[src/threshold_code_params.svh]
// Constants for the supply detector control block: offsets, fields, resets, counts.
// Assumes inclusion by the package, the design module and the bench.
`ifndef THRESHOLD_CODE_PARAMS_SVH
`define THRESHOLD_CODE_PARAMS_SVH
`define THRESHOLD_CODE_OFS_CLK 12'h000
`define THRESHOLD_CODE_OFS_CTL 12'h004
`define THRESHOLD_CODE_OFS_FLAG 12'h008
`define THRESHOLD_CODE_OFS_IEN 12'h00c
`define THRESHOLD_CODE_OFS_PROT 12'h010
`define THRESHOLD_CODE_PROT_KEY 16'h0096
`define THRESHOLD_CODE_RST_CODE 4'ha
`define THRESHOLD_CODE_CLK_RESET 16'h0100
`define THRESHOLD_CODE_CTL_RESET 16'h1e00
`define THRESHOLD_CODE_THR_RESET 5'h1e
`define THRESHOLD_CODE_CLK_DEBUG_RUN 8
`define THRESHOLD_CODE_CTL_SOURCE_SELECT 15
`define THRESHOLD_CODE_CTL_SC_LO 13
`define THRESHOLD_CODE_CTL_THR_LO 8
`define THRESHOLD_CODE_CTL_RE_LO 4
`define THRESHOLD_CODE_CTL_EXTERNAL_PIN_SELECT 3
`define THRESHOLD_CODE_CTL_MD_LO 1
`define THRESHOLD_CODE_FLAG_DT 8
`define THRESHOLD_CODE_DIS_CYCLES 4'h3
`endif

[src/threshold_code_pkg.sv]
// Types shared by the supply detector control block.
// Assumes threshold_code_params.svh sits in the include path.
package threshold_code_pkg;
`include "threshold_code_params.svh"
   typedef enum logic [1:0] {
      THRESHOLD_CODE_IDLE = 2'b00,
      THRESHOLD_CODE_RUN = 2'b01,
      THRESHOLD_CODE_RST = 2'b11,
      THRESHOLD_CODE_STOP = 2'b10
   } threshold_code_state_t;
endpackage

[src/threshold_code_ctrl.sv]
// Supply detector control: AXI4-Lite registers, sampling, count, flag and reset issuance.
// Assumes a comparator result on cmp_low synchronous to aclk and external clock mux/divider.
//
// Chosen here: the AXI4-Lite slave port and the placing of the registers.
`timescale 1ns/100ps
`include "threshold_code_params.svh"

module threshold_code_ctrl
   import threshold_code_pkg::*;
(
   input wire logic aclk,
   input wire logic aresetn,
   input wire logic [11:0] s_axi_awaddr,
   input wire logic s_axi_awvalid,
   output logic s_axi_awready,
   input wire logic [31:0] s_axi_wdata,
   input wire logic [3:0] s_axi_wstrb,
   input wire logic s_axi_wvalid,
   output logic s_axi_wready,
   output logic [1:0] s_axi_bresp,
   output logic s_axi_bvalid,
   input wire logic s_axi_bready,
   input wire logic [11:0] s_axi_araddr,
   input wire logic s_axi_arvalid,
   output logic s_axi_arready,
   output logic [31:0] s_axi_rdata,
   output logic [1:0] s_axi_rresp,
   output logic s_axi_rvalid,
   input wire logic s_axi_rready,
   input wire logic det_clk_tick,
   input wire logic debug_halt,
   input wire logic cmp_low,
   output logic det_power_on,
   output logic src_ext_sel,
   output logic ext_pin_b_sel,
   output logic ext_route_keep,
   output logic [4:0] threshold_code,
   output logic [1:0] clock_source_sel,
   output logic [2:0] clock_divider_sel,
   output logic det_clk_run,
   output logic irq_req,
   output logic sys_reset_req
);
   // Registers
   logic [15:0] prot_r;
   logic debug_run_r;
   logic [2:0] clock_divider_sel_r;
   logic [1:0] clock_source_sel_r;
   logic source_select_r;
   logic [1:0] successive_count_sel_r;
   logic [4:0] threshold_code_r;
   logic [3:0] reset_select_r;
   logic external_pin_select_r;
   logic [1:0] sampling_mode_sel_r;
   logic detect_enable_r;
   logic low_voltage_result_r;
   logic low_voltage_irq_flag_r;
   logic low_voltage_irq_enable_r;
   logic sys_reset_r;
   threshold_code_state_t state_r;
   logic [8:0] period_cnt_r;
   logic [3:0] low_cnt_r;
   logic [3:0] dis_cnt_r;
   logic reinit_r;
   logic power_r;

   // Bus state
   logic aw_have_r;
   logic w_have_r;
   logic [11:0] aw_addr_r;
   logic [31:0] w_data_r;
   logic [3:0] w_strb_r;
   logic bvalid_r;
   logic rvalid_r;
   logic [31:0] rdata_r;

   logic unlocked;
   logic wr_fire;
   logic wr_lo;
   logic wr_hi;
   logic [15:0] wd;
   logic tick;
   logic period_end;
   logic sample;
   logic low_event;
   logic in_reset;
   logic eff_intermittent;
   logic [3:0] need_cnt;

   // Last interval count (period length minus one tick) for intermittent mode codes
   function automatic logic [8:0] threshold_code_period(input logic [1:0] md);
      case (md)
         2'h1: threshold_code_period = 9'd127;
         2'h2: threshold_code_period = 9'd255;
         default: threshold_code_period = 9'd511;
      endcase
   endfunction

   // Successive low samples needed per count code
   function automatic logic [3:0] threshold_code_need(input logic [1:0] sc);
      case (sc)
         2'h0: threshold_code_need = 4'h1;
         2'h1: threshold_code_need = 4'h2;
         2'h2: threshold_code_need = 4'h4;
         default: threshold_code_need = 4'h8;
      endcase
   endfunction

   assign unlocked = (prot_r == `THRESHOLD_CODE_PROT_KEY);
   assign wr_fire = aw_have_r && w_have_r && !bvalid_r;
   assign wr_lo = w_strb_r[0];
   assign wr_hi = w_strb_r[1];
   assign wd = w_data_r[15:0];
   assign in_reset = (state_r == THRESHOLD_CODE_RST);
   assign tick = det_clk_tick && (debug_run_r || !debug_halt);
   assign eff_intermittent = (sampling_mode_sel_r != 2'h0) && !in_reset;
   assign period_end = (period_cnt_r == threshold_code_period(sampling_mode_sel_r));
   // Only sample once the detector has been powered for a full tick
   assign sample = tick && !reinit_r && power_r && (state_r == THRESHOLD_CODE_RUN || in_reset)
      && (eff_intermittent ? period_end : 1'b1);
   assign need_cnt = eff_intermittent ? threshold_code_need(successive_count_sel_r) : 4'h1;
   assign low_event = sample && cmp_low && (low_cnt_r + 4'h1 >= need_cnt);

   // Write address and data capture, either order
   always_ff @(posedge aclk) begin
      if (!aresetn) begin
         aw_have_r <= 1'b0;
         w_have_r <= 1'b0;
         aw_addr_r <= 12'h000;
         w_data_r <= 32'h0000_0000;
         w_strb_r <= 4'h0;
      end else begin
         if (s_axi_awvalid && !aw_have_r) begin
            aw_have_r <= 1'b1;
            aw_addr_r <= s_axi_awaddr;
         end else if (wr_fire) begin
            aw_have_r <= 1'b0;
         end
         if (s_axi_wvalid && !w_have_r) begin
            w_have_r <= 1'b1;
            w_data_r <= s_axi_wdata;
            w_strb_r <= s_axi_wstrb;
         end else if (wr_fire) begin
            w_have_r <= 1'b0;
         end
      end
   end

   // Write response, unmapped writes answered SLVERR
   always_ff @(posedge aclk) begin
      if (!aresetn) begin
         bvalid_r <= 1'b0;
         s_axi_bresp <= 2'b00;
      end else if (wr_fire) begin
         bvalid_r <= 1'b1;
         s_axi_bresp <= (aw_addr_r > `THRESHOLD_CODE_OFS_PROT || aw_addr_r[1:0] != 2'b00) ? 2'b10 : 2'b00;
      end else if (s_axi_bready) begin
         bvalid_r <= 1'b0;
      end
   end

   always_ff @(posedge aclk) begin
      if (!aresetn) begin
         s_axi_awready <= 1'b0;
         s_axi_wready <= 1'b0;
      end else begin
         s_axi_awready <= s_axi_awvalid && !aw_have_r && !s_axi_awready;
         s_axi_wready <= s_axi_wvalid && !w_have_r && !s_axi_wready;
      end
   end

   // Protection key register
   always_ff @(posedge aclk) begin
      if (!aresetn) begin
         prot_r <= 16'h0000;
      end else if (wr_fire && aw_addr_r == `THRESHOLD_CODE_OFS_PROT) begin
         if (wr_lo) prot_r[7:0] <= wd[7:0];
         if (wr_hi) prot_r[15:8] <= wd[15:8];
      end
   end

   // Clock control, forced to initial values during detector reset
   always_ff @(posedge aclk) begin
      if (!aresetn || in_reset) begin
         debug_run_r <= 1'(`THRESHOLD_CODE_CLK_RESET >> `THRESHOLD_CODE_CLK_DEBUG_RUN);
         clock_divider_sel_r <= 3'h0;
         clock_source_sel_r <= 2'h0;
      end else if (wr_fire && unlocked && aw_addr_r == `THRESHOLD_CODE_OFS_CLK) begin
         if (wr_hi) debug_run_r <= wd[`THRESHOLD_CODE_CLK_DEBUG_RUN];
         if (wr_lo) clock_divider_sel_r <= wd[6:4];
         if (wr_lo) clock_source_sel_r <= wd[1:0];
      end
   end

   // Detector control register
   always_ff @(posedge aclk) begin
      if (!aresetn) begin
         source_select_r <= 1'b0;
         successive_count_sel_r <= 2'h0;
         threshold_code_r <= `THRESHOLD_CODE_THR_RESET;
         reset_select_r <= 4'h0;
         external_pin_select_r <= 1'b0;
         sampling_mode_sel_r <= 2'h0;
      end else if (in_reset) begin
         sampling_mode_sel_r <= 2'h0;
         successive_count_sel_r <= 2'h0;
      end else if (wr_fire && unlocked && aw_addr_r == `THRESHOLD_CODE_OFS_CTL) begin
         if (wr_hi) begin
            source_select_r <= wd[`THRESHOLD_CODE_CTL_SOURCE_SELECT];
            threshold_code_r <= wd[`THRESHOLD_CODE_CTL_THR_LO +: 5];
            if (sampling_mode_sel_r != 2'h0) successive_count_sel_r <= wd[`THRESHOLD_CODE_CTL_SC_LO +: 2];
         end
         if (wr_lo) begin
            reset_select_r <= wd[`THRESHOLD_CODE_CTL_RE_LO +: 4];
            external_pin_select_r <= wd[`THRESHOLD_CODE_CTL_EXTERNAL_PIN_SELECT];
            sampling_mode_sel_r <= wd[`THRESHOLD_CODE_CTL_MD_LO +: 2];
         end
      end
   end

   // Enable bit and shutdown sequence
   always_ff @(posedge aclk) begin
      if (!aresetn) begin
         detect_enable_r <= 1'b0;
         state_r <= THRESHOLD_CODE_IDLE;
         dis_cnt_r <= 4'h0;
      end else begin
         case (state_r)
            THRESHOLD_CODE_IDLE: begin
               if (wr_fire && unlocked && wr_lo && aw_addr_r == `THRESHOLD_CODE_OFS_CTL && wd[0]) begin
                  detect_enable_r <= 1'b1;
                  state_r <= THRESHOLD_CODE_RUN;
               end
            end
            THRESHOLD_CODE_RUN: begin
               if (wr_fire && unlocked && wr_lo && aw_addr_r == `THRESHOLD_CODE_OFS_CTL && !wd[0]) begin
                  state_r <= THRESHOLD_CODE_STOP;
                  dis_cnt_r <= `THRESHOLD_CODE_DIS_CYCLES;
               end else if (low_event && reset_select_r == `THRESHOLD_CODE_RST_CODE) begin
                  state_r <= THRESHOLD_CODE_RST;
               end
            end
            THRESHOLD_CODE_RST: begin
               if (sample && !cmp_low) state_r <= THRESHOLD_CODE_RUN;
            end
            default: begin
               if (dis_cnt_r == 4'h0) begin
                  detect_enable_r <= 1'b0;
                  state_r <= THRESHOLD_CODE_IDLE;
               end else begin
                  dis_cnt_r <= dis_cnt_r - 4'h1;
               end
            end
         endcase
      end
   end

   // Reinitialise detection when reset select, mode or count code changes or flag cleared
   always_ff @(posedge aclk) begin
      if (!aresetn) begin
         reinit_r <= 1'b0;
      end else begin
         reinit_r <= (state_r == THRESHOLD_CODE_RUN) && wr_fire && unlocked && (
            (aw_addr_r == `THRESHOLD_CODE_OFS_CTL && wr_lo && (wd[`THRESHOLD_CODE_CTL_RE_LO +: 4] != reset_select_r
               || wd[`THRESHOLD_CODE_CTL_MD_LO +: 2] != sampling_mode_sel_r))
            || (aw_addr_r == `THRESHOLD_CODE_OFS_CTL && wr_hi && sampling_mode_sel_r != 2'h0
               && wd[`THRESHOLD_CODE_CTL_SC_LO +: 2] != successive_count_sel_r));
         if ((state_r == THRESHOLD_CODE_RUN) && wr_fire && aw_addr_r == `THRESHOLD_CODE_OFS_FLAG && wr_lo && wd[0])
            reinit_r <= 1'b1;
      end
   end

   // Interval counter and power control
   always_ff @(posedge aclk) begin
      if (!aresetn || state_r == THRESHOLD_CODE_IDLE || state_r == THRESHOLD_CODE_STOP || reinit_r) begin
         period_cnt_r <= 9'h000;
         power_r <= 1'b0;
      end else if (tick) begin
         period_cnt_r <= period_end ? 9'h000 : period_cnt_r + 9'h001;
         power_r <= !eff_intermittent || (period_cnt_r == threshold_code_period(sampling_mode_sel_r) - 9'h001)
            || period_end;
      end
   end

   // Result latch and successive low counter
   always_ff @(posedge aclk) begin
      if (!aresetn || state_r == THRESHOLD_CODE_STOP || reinit_r) begin
         low_cnt_r <= 4'h0;
         if (!aresetn) low_voltage_result_r <= 1'b0;
      end else if (sample) begin
         low_voltage_result_r <= cmp_low;
         if (!cmp_low) low_cnt_r <= 4'h0;
         else if (low_event) low_cnt_r <= 4'h0;
         else low_cnt_r <= low_cnt_r + 4'h1;
      end
   end

   // Sticky flag, set wins over clear
   always_ff @(posedge aclk) begin
      if (!aresetn) begin
         low_voltage_irq_flag_r <= 1'b0;
      end else if (low_event && reset_select_r != `THRESHOLD_CODE_RST_CODE && state_r == THRESHOLD_CODE_RUN) begin
         low_voltage_irq_flag_r <= 1'b1;
      end else if (wr_fire && aw_addr_r == `THRESHOLD_CODE_OFS_FLAG && wr_lo && wd[0]) begin
         low_voltage_irq_flag_r <= 1'b0;
      end
   end

   // Interrupt enable, cleared during detector reset
   always_ff @(posedge aclk) begin
      if (!aresetn || in_reset) begin
         low_voltage_irq_enable_r <= 1'b0;
      end else if (wr_fire && aw_addr_r == `THRESHOLD_CODE_OFS_IEN && wr_lo) begin
         low_voltage_irq_enable_r <= wd[0];
      end
   end

   // Registered pin-side outputs
   always_ff @(posedge aclk) begin
      if (!aresetn) begin
         irq_req <= 1'b0;
         sys_reset_req <= 1'b0;
         det_power_on <= 1'b0;
         src_ext_sel <= 1'b0;
         ext_pin_b_sel <= 1'b0;
         ext_route_keep <= 1'b0;
         threshold_code <= `THRESHOLD_CODE_THR_RESET;
         clock_source_sel <= 2'h0;
         clock_divider_sel <= 3'h0;
         det_clk_run <= 1'b1;
      end else begin
         irq_req <= low_voltage_irq_flag_r && low_voltage_irq_enable_r;
         sys_reset_req <= in_reset;
         det_power_on <= power_r;
         src_ext_sel <= source_select_r;
         ext_pin_b_sel <= external_pin_select_r;
         ext_route_keep <= in_reset && source_select_r;
         threshold_code <= threshold_code_r;
         clock_source_sel <= clock_source_sel_r;
         clock_divider_sel <= clock_divider_sel_r;
         det_clk_run <= debug_run_r || !debug_halt;
      end
   end

   // Read channel, reserved bits zero, data offered after the address handshake
   always_ff @(posedge aclk) begin
      if (!aresetn) begin
         rvalid_r <= 1'b0;
         rdata_r <= 32'h0000_0000;
         s_axi_rresp <= 2'b00;
         s_axi_arready <= 1'b0;
      end else if (s_axi_arvalid && !rvalid_r && !s_axi_arready) begin
         s_axi_arready <= 1'b1;
         s_axi_rresp <= 2'b00;
         if (s_axi_araddr == `THRESHOLD_CODE_OFS_CLK)
            rdata_r <= {23'h0, debug_run_r, 1'b0, clock_divider_sel_r, 2'h0, clock_source_sel_r};
         else if (s_axi_araddr == `THRESHOLD_CODE_OFS_CTL)
            rdata_r <= {16'h0, source_select_r, successive_count_sel_r, threshold_code_r,
               reset_select_r, external_pin_select_r, sampling_mode_sel_r, detect_enable_r};
         else if (s_axi_araddr == `THRESHOLD_CODE_OFS_FLAG)
            rdata_r <= {23'h0, low_voltage_result_r, 7'h0, low_voltage_irq_flag_r};
         else if (s_axi_araddr == `THRESHOLD_CODE_OFS_IEN)
            rdata_r <= {31'h0, low_voltage_irq_enable_r};
         else if (s_axi_araddr == `THRESHOLD_CODE_OFS_PROT)
            rdata_r <= {31'h0, unlocked};
         else begin
            rdata_r <= 32'h0000_0000;
            s_axi_rresp <= 2'b10;
         end
      end else begin
         s_axi_arready <= 1'b0;
         if (s_axi_arvalid && s_axi_arready) rvalid_r <= 1'b1;
         else if (rvalid_r && s_axi_rready) rvalid_r <= 1'b0;
      end
   end

   assign s_axi_bvalid = bvalid_r;
   assign s_axi_rvalid = rvalid_r;
   assign s_axi_rdata = rdata_r;
endmodule

[config.mk]
export PLATFORM = sky130hd
export DESIGN_NAME = threshold_code_ctrl
export DESIGN_NICKNAME = d
export VERILOG_FILES = /design/src/threshold_code_pkg.sv /design/src/threshold_code_ctrl.sv
export VERILOG_INCLUDE_DIRS = /design/src
export SDC_FILE = /design/constraint.sdc
export NUM_CORES = 1
export LEC_CHECK = 0
export BUFFER_PORTS_ARGS = -buffer_cell sky130_fd_sc_hd__buf_2
export CAP_MARGIN = 20
export CELL_PAD_IN_SITES_DETAIL_PLACEMENT = 0
export CELL_PAD_IN_SITES_GLOBAL_PLACEMENT = 1
export CORE_MARGIN = 2
export CORE_UTILIZATION = 38
export CTS_BUF_LIST = sky130_fd_sc_hd__clkbuf_8
export CTS_CLUSTER_DIAMETER = 40
export CTS_CLUSTER_SIZE = 24
export DETAILED_ROUTE_END_ITERATION = 16
export PLACE_DENSITY = 0.8
export RECOVER_POWER = 25
export REMOVE_ABC_BUFFERS = 1
export SYNTH_ARGS = -nofsm -noshare
export SYNTH_HDL_FRONTEND = slang
export SYNTH_SLANG_ARGS = --single-unit
export TNS_END_PERCENT = 20
[constraint.sdc]
create_clock -name aclk -period 2.6 [get_ports aclk]
set_input_delay 0.52 -clock aclk [delete_from_list [all_inputs] [get_ports aclk]]
set_output_delay 0.52 -clock aclk [all_outputs]
set_load 0.05 [all_outputs]
After elaboration in Yosys (flattened, before gate mapping)
Index checks and enable logic that the tools add are counted.

Add/subtract/negate cells: 4. Multiplexer cells: 46. Equality and inequality tests: 29. Bitwise gates (word level): 5. Reduce and logical (&&, ||, !) cells: 106. Order comparisons: 2.

Operators by type and width (number): == test 12 x 4 -> 1 bit (second input constant) (4); logical AND 1 bit (48); 2-to-1 mux 9 bit (4); 2-to-1 mux 16 bit (2); == test 12 x 3 -> 1 bit (second input constant) (2); == test 12 x 5 -> 1 bit (second input constant) (2); zero test 12 bit (2); 2-to-1 mux 2 bit (11); 2-to-1 mux 4 bit (5); 2-to-1 mux 1 bit (19); == test 9 bit (2); case mux 9 bit (2 select lines) (1); nonzero test 2 bit (9); == test 16 x 8 -> 1 bit (second input constant) (1); AND reduction 3 bit (5); zero test 1 bit (14); AND reduction 2 bit (7); logical OR 1 bit (13); > comparator 12 x 5 -> 1 bit (second input constant) (1); case mux 4 bit (3 select lines) (1); adder 9 x 1 -> 9 bit (second input constant) (1); subtractor 9 x 1 -> 9 bit (second input constant) (1); == test 2 bit (second input constant) (4); case mux 4 bit (2 select lines) (1); 19 further kinds (32).

Register bits after elaboration: 152. Input port bits: 70.

Logic depth before layout (Yosys ltp)
Gate-level depths: netlist (run 1).

Depth after elaboration: 13. Gate-level depth with buffers: 12. Gate-level depth less buffers: 12.

Least setup slack after synthesis (run 1)
OpenSTA, ideal clock, no wires.

Path kind: reg2reg. Start point: reg state_r[0]. End point: reg state_r[0]. Slack: -0.152 ns. Buffers on the path: 1. Arrival: 2.680 ns. Period minus slack after synthesis: 2.752 ns. Cell stages (with the launch flop): 13. Data required time: 2.528 ns. Cell sequence: dfxtp_1 -> ha_1 -> clkbuf_1 -> nor2_1 -> o21ai_0 -> ha_1 -> nand2b_1 -> a2111oi_0 -> or3_1 -> o31ai_4 -> nand3_2 -> a21oi_2 -> mux2i_1.

Word-level cells in the longest chain between the ends: 10. Elaborated cells on any way between the ends: 21.

Ends and longest elaborated chain: from (decl) (line threshold_code_ctrl.sv:60) `threshold_code_state_t state_r;`; from (signal assigned) (line threshold_code_ctrl.sv:225) `state_r <= THRESHOLD_CODE_IDLE;`; from (signal assigned) (line threshold_code_ctrl.sv:232) `state_r <= THRESHOLD_CODE_RUN;`; from (signal assigned) (line threshold_code_ctrl.sv:237) `state_r <= THRESHOLD_CODE_STOP;`; == test 2 bit (*) (line threshold_code_ctrl.sv:114) `assign in_reset = (state_r == THRESHOLD_CODE_RST);`; named net in_reset (line threshold_code_ctrl.sv:86) `logic in_reset;`; branches (longest 9 deep; another with greater-or-equal comparator 4 bit).

Mark *: on every way through the listed nets, which the timed path passes. A chain may end at the register's enable or synchronous reset.

Worst setup path after layout (run 1)
Start point: reg sampling_mode_sel_r[0]. End point: reg state_r[0].

Word-level cells in the longest chain between the ends: 10. Elaborated cells on any way between the ends: 17.

Ends and longest elaborated chain: from (decl) (line threshold_code_ctrl.sv:54) `logic [1:0] sampling_mode_sel_r;`; from (signal assigned) (line threshold_code_ctrl.sv:216) `` sampling_mode_sel_r <= wd[`THRESHOLD_CODE_CTL_MD_LO +: 2]; ``; == test 2 bit / == test 2 x 1 -> 1 bit (equally long branches) (line threshold_code_ctrl.sv:92) `case (md)`; case mux 9 bit (2 select lines) (line threshold_code_ctrl.sv:92); == test 9 bit (line threshold_code_ctrl.sv:117) `assign period_end = (period_cnt_r == threshold_code_period(sampling_mode_sel_r));`; 2-to-1 mux 1 bit (line threshold_code_ctrl.sv:120) `&& (eff_intermittent ? period_end : 1'b1);`; logical AND 1 bit (line threshold_code_ctrl.sv:120); logical AND 1 bit (2 in series) (line threshold_code_ctrl.sv:122) `assign low_event = sample && cmp_low && (low_cnt_r + 4'h1 >= need_cnt);`; logical AND 1 bit (no line); != test 3 bit (no line); AND reduction 4 bit (no line) (*).

Every way passes the cells marked *; elsewhere a longest branch is shown, timed or not.

==> metrics.md, run 1 <==
| Metric | Value |
|---|---|
| Slew Limit Fails | 0 |
| Outcome | finished clean |
| Ports | 128 |
| Synth unique cells | 56 |
| Number of buffers between clock root and the deepest sink | 2 |
| Cell types with the largest area share after synthesis | sky130_fd_sc_hd__dfxtp_1 (45%), sky130_fd_sc_hd__nand2_1 (8.0%), sky130_fd_sc_hd__a21boi_0 (6.2%) |
| Flip-flop cell with the highest count after synthesis | sky130_fd_sc_hd__dfxtp_1 |
| Fraction of layout instances using a drive strength above 1 | 21.1% |
| Met2 routing resource usage after global routing | 27.8% |
| Residual DRC count | 0 |
| Cell type with the largest total area after synthesis | sky130_fd_sc_hd__dfxtp_1 |
| Largest net degree at the start of global routing | 55 |
| Data required time at the worst endpoint | 2.97 ns |
| Leading cell type in the layout, fill and taps excluded | sky130_fd_sc_hd__dfxtp_1 |
| Seq cells post-synth | 134 |
| CTS Root Buffer Type | sky130_fd_sc_hd__clkbuf_8 |
| Total clock buffers created by CTS | 17 |
| Cells along the critical path | inv_2 > ha_4 > xor2_1 > or4b_4 > a211o_4 > o31ai_4 > nand3_2 > a21oi_4 > mux2i_1 |
| Bufs and invs on worst path | 1 |
| Fraction of power spent switching nets | 25.0% |
| Number of vias per cell after detailed routing | 4.98 |
| Post-DR wirelength/cell | 14.4 µm |
| CTS clock-pin slew for the worst setup and hold paths | 0.08 ns |
| Slowest cell delay on critical path | 0.49 ns |
| Leakage | 2.77 nW |
| Maximum level of the CTS H-tree | 4 |
| Post-synth top area share | 45.1% |
| Starting DRT DRC Count | 248 |
| Effective utilization at floorplan | 38.8% |
| Worst VDD drop | 0.281 mV |
| Clock network fraction of total power | 40.0% |
| Standard-cell row count | 45 |
| Met1 track utilization from global routing | 22.2% |
| Setup skew after layout | 0.0100 ns |
| Pwr dens | 574 nW/µm² |
| Post-synthesis to final-layout area growth | 19.3% |
| RSZ-0062 raised after global routing | true |
| Sinks on Clock Net | 134 |
| GRT overflow | 0 |
| Seq/Total Area, Yosys | 45.6% |
| Total half-perimeter wirelength after legalization and detailed placement | 10.4 mm |
| Transition time of the tightest slew-check pin | 0.762 ns |
| Layer with the highest usage after global routing | met2 |
| Initial antenna violation count | 0 |
| Hold_buf cts | 0 |
| Count of yosys warnings during synthesis | 0 |
| Post-route minimum period | 2.57 ns |
| Worst-case setup margin in the final layout | 0.0323 ns |
| Final nets | 864 |
| Critical Path Start Type | flip-flop |
| Critical Path Slowest Stage Cell | sky130_fd_sc_hd__or4b_4 |
| Routed wire length | 14.1 mm |
| Ratio of final minimum period to clock period | 98.8% |
| Min-delay worst type | in -> reg |
| Core Area | 15200 µm² |
| Fin. Hold Viols | 0 |
| Pre-CTS WS | -0.0826 ns |
| DIE AREA | 16500 µm² |
| Gate count of the mapped netlist | 670 |
| EDFF count, synth | 1 |
| Number of nets with antenna violations after routing | 0 |
| Number of diodes added for antenna fixing | 0 |
| Logic gate share of total power | 7.3% |
| Family of cells with the greatest summed delay on the critical path | compound AO/OA/AOI/OAI gates |
| Slew margin rel. | 49.2% |
| Total iterations of the first detailed-routing run | 4 |
| Leading cell types in the layout, fill and taps excluded | sky130_fd_sc_hd__dfxtp_1 (129), sky130_fd_sc_hd__nand2_1 (126), sky130_fd_sc_hd__buf_2 (91) |
| Setup Viol. Count Final | 0 |
| Worst-Skew Late Latency | 0.44 ns |
| Fin util | 46.3% |
| Number of cells in the finished layout apart from fillers | 976 |
| Max Cap Violations | 0 |
| Worst setup path category | reg -> reg |
| Final estimated routing congestion in global placement | 0.837 |
| Total standard cell area after synthesis | 5900 µm² |
| Routed via count | 4862 |
| Async set-or-reset flop fraction in the synthesized netlist | 0% |
| Total instance count after detailed placement | 945 |
| Wire length of the first global-routing pass | 22.7 mm |
| CTS tree | built |
| Signal arrival time at the worst endpoint | 2.94 ns |
| Met3 track demand over resource | 4.86% |
| Reg power frac | 52.7% |
| Internal Dissipation | 3.03 mW |
| Per-instance average area after synthesis | 8.81 µm² |
| Die height | 129 µm |
| Endpoint type of the worst setup path | flip-flop |
| Switching power summed over all nets | 1.01 mW |
| Worst-path fanout max | 4 |
| Width of the chip | 129 µm |
| Number of input and output port buffers inserted | 91 |
| Tot GR Track Use | 17.2% |
| Peak Freq | 389 MHz |
| Vias in the first global route | 4730 |
-- flip-flops by register name (all words and copies together), names as in the netlist, 2 cells and up --
name / flops
sampling_mode_sel_r: 2
period_cnt_r: 9
clock_source_sel_r: 2
threshold_code_r: 5
dis_cnt_r: 4
aw_addr_r: 12
low_cnt_r: 4
clock_divider_sel: 3
s_axi_rdata: 16
w_data_r: 16
clock_source_sel: 2
state_r: 2
reset_select_r: 4
prot_r: 16
clock_divider_sel_r: 3
successive_count_sel_r: 2
w_strb_r: 2
threshold_code: 5
-- path summary, 6_finish.rpt --
check	cells past startpoint	slack [ns]	end	start
hold / removal	2	0.29	det_clk_run	debug_halt
setup / recovery	9	0.03	state_r[0]	sampling_mode_sel_r[0]
setup reg to reg	9	0.03	state_r[0]	sampling_mode_sel_r[0]
hold reg to reg	1	0.42	s_axi_awready	s_axi_awready
-- cell usage after synthesis, types with 2 or more instances --
cell type / n
sky130_fd_sc_hd__a21boi_0: 49
sky130_fd_sc_hd__a21oi_1: 12
sky130_fd_sc_hd__a22oi_1: 12
sky130_fd_sc_hd__a31oi_1: 5
sky130_fd_sc_hd__and2_1: 18
sky130_fd_sc_hd__and3_1: 7
sky130_fd_sc_hd__buf_4: 18
sky130_fd_sc_hd__clkbuf_1: 24
sky130_fd_sc_hd__dfxtp_1: 133
sky130_fd_sc_hd__ha_1: 16
sky130_fd_sc_hd__inv_1: 13
sky130_fd_sc_hd__mux2i_1: 25
sky130_fd_sc_hd__nand2_1: 126
sky130_fd_sc_hd__nand2b_1: 15
sky130_fd_sc_hd__nand3_1: 17
sky130_fd_sc_hd__nand3b_1: 4
sky130_fd_sc_hd__nand4_1: 4
sky130_fd_sc_hd__nor2_1: 44
sky130_fd_sc_hd__nor2b_1: 24
sky130_fd_sc_hd__nor3_1: 15
sky130_fd_sc_hd__nor3_2: 2
sky130_fd_sc_hd__nor3b_1: 6
sky130_fd_sc_hd__nor4_1: 8
sky130_fd_sc_hd__nor4b_1: 2
sky130_fd_sc_hd__o211a_1: 2
sky130_fd_sc_hd__o21ai_0: 18
sky130_fd_sc_hd__or3_1: 3
sky130_fd_sc_hd__or3b_2: 3
sky130_fd_sc_hd__xnor2_1: 5
sky130_fd_sc_hd__xor2_1: 14
-- kinds of logic (layout without fill, tap and decap cells) --
group,after synthesis,in the layout,synth area share (%)
adders and majority gates,16,16,3.39
DFF,134,134,45.6
buffers and inverters,57,158,4.79
AOI/OAI and AO/OA,111,111,13.4
and+or+nand+nor,307,307,25.7
muxes,25,25,4.24
other,1,18,0.0636
xor gates and xnor gates,19,19,2.82
-- power by group through the flow --
| stage | clock network, mW | logic (mW) | registers, mW |
|---|---|---|---|
| 2_1_floorplan | 0 | 0.163 | 2.19 |
| 3_3_place_gp | 0 | 0.289 | 2.17 |
| 3_5_place_dp | 0 | 0.294 | 2.18 |
| 4_1_cts | 1.66 | 0.295 | 2.13 |
| 5_1_grt | 1.76 | 0.321 | 2.14 |
| 6_report | 1.62 | 0.293 | 2.13 |
-- through the flow --
step / area, µm² / hold WS (ns) / power [mW] / TNS (ns)
3_5_place_dp: 6590 / 0.419 / 2.47 / -0.156
4_1_cts: 6970 / 0.270 / 4.08 / 0
6_report: 7040 / 0.292 / 4.04 / 0
3_3_place_gp: 6590 / 0.406 / 2.46 / 0
5_1_grt: 7040 / 0.282 / 4.22 / -0.101
2_1_floorplan: 5730 / 0.434 / 2.35 / -0.157
-- layout make-up --
type | instances | area (µm²)
clock buffer | 18 | 248
clock inverter | 11 | 113
fill | 1503 | 8160
inverter | 13 | 48.8
multi-input combinational | 496 | 3050
sequential | 134 | 2700
tap | 188 | 235
timing repair buffer | 116 | 647
-- per-layer routing --
metal / routed length (µm) / vias up
met1: 6540 / 2263
li1: - / 2457
met3: 804 / 18
met5: 0 / -
met4: 191 / 0
met2: 6550 / 124
-- repair_timing --
action | in CTS | in global routing
resized for setup | 4 | 18
endpoints found under the setup margin | 2 | 7
endpoints found under the hold margin | 0 | 0
pin swaps | 3 | 8
setup buffers | 0 | 2
No activity file was read; power rests on OpenSTA's default activity.
==> run 2, diff against run 1 <==
--- a/config.mk
+++ b/config.mk
@@ -13,10 +13,10 @@
 export CORE_MARGIN = 2
 export CORE_UTILIZATION = 38
 export CTS_BUF_LIST = sky130_fd_sc_hd__clkbuf_8
-export CTS_CLUSTER_DIAMETER = 40
+export CTS_CLUSTER_DIAMETER = 100
 export CTS_CLUSTER_SIZE = 24
 export DETAILED_ROUTE_END_ITERATION = 16
-export PLACE_DENSITY = 0.8
+export PLACE_DENSITY = 0.89
 export RECOVER_POWER = 25
 export REMOVE_ABC_BUFFERS = 1
 export SYNTH_ARGS = -nofsm -noshare
==> run 2 against run 1 <==
Against the previous run:
- total power increased by 17%
- first-iteration DRC count up 5.6%
- worst setup slack gained 0.030 ns
- clock skew decreased by 0.0014 ns
- global-route usage decreased by 0.56 points
- clock power is 43% higher
==> metrics.md, run 2 (synthesized netlist as in run 1, its figures left out) <==
| Metric | Value |
|---|---|
| Routed wire length | 13.1 mm |
| Wire length of the first global-routing pass | 21.8 mm |
| Initial antenna violation count | 0 |
| Starting DRT DRC Count | 262 |
| Transition time of the tightest slew-check pin | 0.941 ns |
| Number of input and output port buffers inserted | 91 |
| Worst-path fanout max | 4 |
| Hold WS | 0.302 ns |
| Met1 track utilization from global routing | 22.2% |
| Max Cap Violations | 0 |
| Width of the chip | 129 µm |
| Signal arrival time at the worst endpoint | 2.90 ns |
| Number of diodes added for antenna fixing | 0 |
| CTS tree | built |
| Leading cell types in the layout, fill and taps excluded | sky130_fd_sc_hd__dfxtp_1 (130), sky130_fd_sc_hd__nand2_1 (126), sky130_fd_sc_hd__buf_2 (91) |
| Leading cell type in the layout, fill and taps excluded | sky130_fd_sc_hd__dfxtp_1 |
| Standard-cell row count | 45 |
| Largest net degree at the start of global routing | 29 |
| Slew margin rel. | 37.2% |
| Hold_buf cts | 0 |
| Ports | 128 |
| Pre-CTS WS | -0.0452 ns |
| Setup Viol. Count Final | 0 |
| Placement Cell Area | 6600 µm² |
| Ratio of final minimum period to clock period | 97.6% |
| Endpoint type of the worst setup path | flip-flop |
| Met2 routing resource usage after global routing | 25.4% |
| Number of buffers between clock root and the deepest sink | 2 |
| Fin util | 47.3% |
| Sinks on Clock Net | 134 |
| Die height | 129 µm |
| Layout Cell Area excl Fill | 7190 µm² |
| Outcome | finished clean |
| Routed via count | 4804 |
| RSZ-0062 raised after global routing | true |
| Tot GR Track Use | 16.6% |
| Register-to-register setup slack | 0.06 ns |
| GRT overflow | 0 |
| CTS Root Buffer Type | sky130_fd_sc_hd__clkbuf_8 |
| Post-DR wirelength/cell | 13.4 µm |
| Worst-case setup margin in the final layout | 0.0626 ns |
| Core Area | 15200 µm² |
| Maximum level of the CTS H-tree | 4 |
| Peak Freq | 394 MHz |
| DIE AREA | 16500 µm² |
| Residual DRC count | 0 |
| Total half-perimeter wirelength after legalization and detailed placement | 9.57 mm |
| Final nets | 865 |
| Number of vias per cell after detailed routing | 4.90 |
| Total Power Consumption | 4.74 mW |
| CTS clock-pin slew for the worst setup and hold paths | 0.08 ns |
| Vias in the first global route | 4534 |
| Fraction of layout instances using a drive strength above 1 | 21.1% |
| Leakage | 2.83 nW |
| Worst-Skew Late Latency | 0.44 ns |
| Met3 track demand over resource | 5.70% |
| Layer with the highest usage after global routing | met2 |
| Worst setup path category | reg -> reg |
| Worst VDD drop | 0.426 mV |
| Total clock buffers created by CTS | 17 |
| Min-delay worst type | in -> reg |
| Data required time at the worst endpoint | 2.96 ns |
| Critical Path Start Type | flip-flop |
| Total iterations of the first detailed-routing run | 4 |
| Setup skew after layout | 0.00867 ns |
| Final estimated routing congestion in global placement | 0.792 |
| Post-route minimum period | 2.54 ns |
| Fin. Hold Viols | 0 |
| Number of nets with antenna violations after routing | 0 |
| Post-synthesis to final-layout area growth | 21.9% |
| Effective utilization at floorplan | 38.8% |
| Slew Limit Fails | 0 |
| Pwr dens | 659 nW/µm² |
==> run 2: worst paths after layout <==
kind | from | cells after the start | endpoint
hold / removal | debug_halt | 2 | det_clk_run
hold reg to reg | s_axi_awready | 1 | s_axi_awready
setup reg to reg | sampling_mode_sel_r[0] | 10 | low_cnt_r[2]
setup / recovery | sampling_mode_sel_r[0] | 10 | low_cnt_r[2]
==> run 2: worst max-delay path, cell delays in order, from the launching register on <==
cell	delay, ns
sky130_fd_sc_hd__dfxtp_2	0.33
sky130_fd_sc_hd__buf_4	0.14
sky130_fd_sc_hd__ha_2	0.19
sky130_fd_sc_hd__xnor2_2	0.14
sky130_fd_sc_hd__or4b_4	0.50
sky130_fd_sc_hd__a211o_4	0.35
sky130_fd_sc_hd__buf_4	0.14
sky130_fd_sc_hd__or2_1	0.26
sky130_fd_sc_hd__nor2_2	0.15
sky130_fd_sc_hd__a21oi_1	0.09
sky130_fd_sc_hd__nor3_1	0.17
==> run 2: cell type report <==
type / count / area, µm²
well taps: 188 / 235
inverters: 13 / 48.8
clock buffers: 20 / 275
multi-input cells: 496 / 3030
clock inverters: 12 / 270
repair buffers: 117 / 632
flip-flops and latches: 134 / 2700
fillers: 1473 / 8010
==> run 2: power breakdown <==
part | internal [mW] | total [mW] | switching, mW
clock network | 1.51 | 2.32 | 0.807
registers | 2.09 | 2.13 | 0.0363
logic | 0.0938 | 0.295 | 0.201
==> run 2: routing by layer <==
layer | wire, µm | vias to the layer above | share of wire (%)
li1 | - | 2453 | -
met1 | 6420 | 2202 | 49
met2 | 5710 | 138 | 43
met3 | 876 | 11 | 6.7
met4 | 144 | 0 | 1.1
met5 | 0 | - | 0
==> run 2: repair_timing <==
item	CTS	global route
setup buffers	0	2
resized for setup	1	13
setup endpoints to repair	3	7
pin swaps	2	8
==> run 2: through the flow <==
step	setup TNS, ns	instances
after floorplan	-0.157	643
final	0	980
after global placement	0	946
after detailed placement	-0.127	946
after global routing	-0.145	980
after CTS	0	978
==> run 3, diff against run 2 <==
--- a/config.mk
+++ b/config.mk
@@ -6,17 +6,18 @@
 export SDC_FILE = /design/constraint.sdc
 export NUM_CORES = 1
 export LEC_CHECK = 0
+export ABC_AREA = 1
 export BUFFER_PORTS_ARGS = -buffer_cell sky130_fd_sc_hd__buf_2
 export CAP_MARGIN = 20
 export CELL_PAD_IN_SITES_DETAIL_PLACEMENT = 0
 export CELL_PAD_IN_SITES_GLOBAL_PLACEMENT = 1
 export CORE_MARGIN = 2
-export CORE_UTILIZATION = 38
+export CORE_UTILIZATION = 37
 export CTS_BUF_LIST = sky130_fd_sc_hd__clkbuf_8
 export CTS_CLUSTER_DIAMETER = 100
 export CTS_CLUSTER_SIZE = 24
 export DETAILED_ROUTE_END_ITERATION = 16
-export PLACE_DENSITY = 0.89
+export PLACE_DENSITY = 0.9
 export RECOVER_POWER = 25
 export REMOVE_ABC_BUFFERS = 1
 export SYNTH_ARGS = -nofsm -noshare
==> run 3 against run 2 <==
Against the previous run:
- global-route usage is 0.34 points higher
- hold slack worse by 0.027 ns
- sequential share of layout area rose by 1.6 points
- critical path type unchanged
- largest power group is now registers
- highest routed layer unchanged
==> metrics.md, run 3 <==
| Metric | Value |
|---|---|
| Outcome | finished clean |
| Wire length of the first global-routing pass | 22.4 mm |
| Initial antenna violation count | 0 |
| Slew Limit Fails | 0 |
| Slew margin rel. | 22.5% |
| GRT overflow | 0 |
| Total iterations of the first detailed-routing run | 4 |
| Transition time of the tightest slew-check pin | 1.16 ns |
| Slowest cell delay on critical path | 0.36 ns |
| Synth unique cells | 44 |
| Layout Cell Area excl Fill | 6880 µm² |
| Gate count of the mapped netlist | 771 |
| Total instance count after detailed placement | 1069 |
| Effective utilization at floorplan | 37.5% |
| Per-instance average area after synthesis | 7.65 µm² |
| Total standard cell area after synthesis | 5900 µm² |
| Number of cells in the finished layout apart from fillers | 1102 |
| Number of input and output port buffers inserted | 91 |
| Fin. Hold Viols | 0 |
| Cell type with the largest total area after synthesis | sky130_fd_sc_hd__dfxtp_1 |
| Worst setup path category | reg -> reg |
| CTS tree | built |
| Ports | 128 |
| Peak Freq | 414 MHz |
| Total half-perimeter wirelength after legalization and detailed placement | 10.3 mm |
| Ratio of final minimum period to clock period | 92.8% |
| Maximum level of the CTS H-tree | 4 |
| Tot GR Track Use | 17.0% |
| Core Area | 15700 µm² |
| Register-to-register setup slack | 0.19 ns |
| Number of diodes added for antenna fixing | 0 |
| Total clock buffers created by CTS | 17 |
| Largest net degree at the start of global routing | 67 |
| Post-route minimum period | 2.41 ns |
| Residual DRC count | 0 |
| Sinks on Clock Net | 134 |
| Count of yosys warnings during synthesis | 0 |
| Flip-flop cell with the highest count after synthesis | sky130_fd_sc_hd__dfxtp_1 |
| CTS clock-pin slew for the worst setup and hold paths | 0.08 ns |
| Final estimated routing congestion in global placement | 0.878 |
| Fin util | 43.8% |
| Placement Cell Area | 6560 µm² |
| Seq cells post-synth | 134 |
| Pre-CTS WS | 0.0460 ns |
| Leakage | 3.06 nW |
| Final nets | 961 |
| Post-synthesis to final-layout area growth | 16.7% |
| EDFF count, synth | 1 |
| Async set-or-reset flop fraction in the synthesized netlist | 0% |
| CTS Root Buffer Type | sky130_fd_sc_hd__clkbuf_8 |
| Cells along the critical path | inv_1 > ha_1 > nor2_4 > nand3_1 > ha_1 > inv_1 > o21bai_1 > nand3_1 > nand3_1 > nand4_1 > o21ai_2 > nand3_1 > nand2_1 > nor2_1 |
| Worst VDD drop | 0.376 mV |
| Vias in the first global route | 4731 |
| Hold WS | 0.275 ns |
| Critical Path Slowest Stage Cell | sky130_fd_sc_hd__dfxtp_2 |
| Seq/Total Area, Yosys | 45.7% |
| Sum of negative setup slack | 0 ns |
| Pwr dens | 696 nW/µm² |
| Total Power Consumption | 4.79 mW |
| Min-delay worst type | in -> reg |
| Number of buffers between clock root and the deepest sink | 2 |
| Routed via count | 5103 |
| Setup skew after layout | 0.0198 ns |
| Critical Path Most Common Cell | sky130_fd_sc_hd__nand3_1 |
| Endpoint type of the worst setup path | flip-flop |
| Number of vias per cell after detailed routing | 4.63 |
| Fraction of layout instances using a drive strength above 1 | 17.8% |
| Hold_buf cts | 0 |
| Signal arrival time at the worst endpoint | 2.73 ns |
| Number of nets with antenna violations after routing | 0 |
| Leading cell type in the layout, fill and taps excluded | sky130_fd_sc_hd__dfxtp_1 |
| Leading cell types in the layout, fill and taps excluded | sky130_fd_sc_hd__dfxtp_1 (132), sky130_fd_sc_hd__inv_1 (108), sky130_fd_sc_hd__nand2_1 (92) |
| Worst-case setup margin in the final layout | 0.187 ns |
| DIE AREA | 17000 µm² |
| Cell types with the largest area share after synthesis | sky130_fd_sc_hd__dfxtp_1 (45%), sky130_fd_sc_hd__a21oi_1 (6.8%), sky130_fd_sc_hd__inv_1 (6.7%) |
| Routed wire length | 13.7 mm |
| Standard-cell row count | 46 |
| Width of the chip | 130 µm |
| Top post-synthesis cells by count | sky130_fd_sc_hd__dfxtp_1 (133), sky130_fd_sc_hd__inv_1 (105), sky130_fd_sc_hd__nand2_1 (92), sky130_fd_sc_hd__nor2_1 (92), sky130_fd_sc_hd__a21oi_1 (80) |
| Die height | 130 µm |
| Setup Viol. Count Final | 0 |
| Worst-path fanout max | 4 |
| Post-synth top area share | 45.1% |
| Post-DR wirelength/cell | 12.5 µm |
| Worst-Skew Late Latency | 0.44 ns |
| Critical Path Start Type | flip-flop |
| Starting DRT DRC Count | 268 |
| Most frequent cell after synthesis | sky130_fd_sc_hd__dfxtp_1 |
| Max Cap Violations | 0 |
| Data required time at the worst endpoint | 2.92 ns |
[run 3: cell families after synthesis]
kind of cell	after synthesis	synth area share, %
compound gates	179	16.7
xor+xnor	12	1.78
fa+ha+maj	16	3.39
buf+inv	147	10.7
flops	134	45.7
other cells	1	0.0636
simple gates	282	21.7
[run 3: what timing repair did]
| action | 4_1_cts | 5_1_grt |
|---|---|---|
| setup buffers | 0 | 3 |
| endpoints found under the setup margin | 0 | 7 |
| gates resized for setup | 0 | 3 |
[run 3: worst paths after layout]
check                          from           end  cells after the start
max          sampling_mode_sel_r[0]    state_r[0]                     14
min                      debug_halt   det_clk_run                      2
max reg2reg  sampling_mode_sel_r[0]    state_r[0]                     14
min reg2reg            s_axi_wready  s_axi_wready                      1
[run 3: final cells by class]
class / instances / area, µm²
clock buffer: 17 / 234
clock inverter: 13 / 96.3
fill: 1632 / 8830
inverter: 110 / 414
multi-input combinational: 507 / 2640
sequential: 134 / 2690
tap: 216 / 270
timing repair buffer: 105 / 541
[run 3: layer usage]
layer | GRT usage (%) | part of all wire [%] | vias to the layer above
li1 | - | - | 2696
met1 | 21.3 | 45 | 2284
met2 | 28.2 | 49 | 109
met3 | 4.39 | 4.6 | 14
met4 | 6.26 | 1.1 | 0
met5 | 0 | 0 | -
[run 3: worst max-delay path, delay by kind of cell (launching register included)]
kind,cells,cell delay (ns)
and+or+nand+nor,8,0.86
adders and majority gates,2,0.58
DFF,1,0.36
AOI/OAI and AO/OA,2,0.36
buffers and inverters,2,0.12
[run 3: report_power, final]
group / internal, mW / leakage (nW) / switching [mW]
clock network: 0.723 / 0.179 / 0.769
registers: 2.17 / 1.09 / 0.0848
logic: 0.344 / 1.79 / 0.698
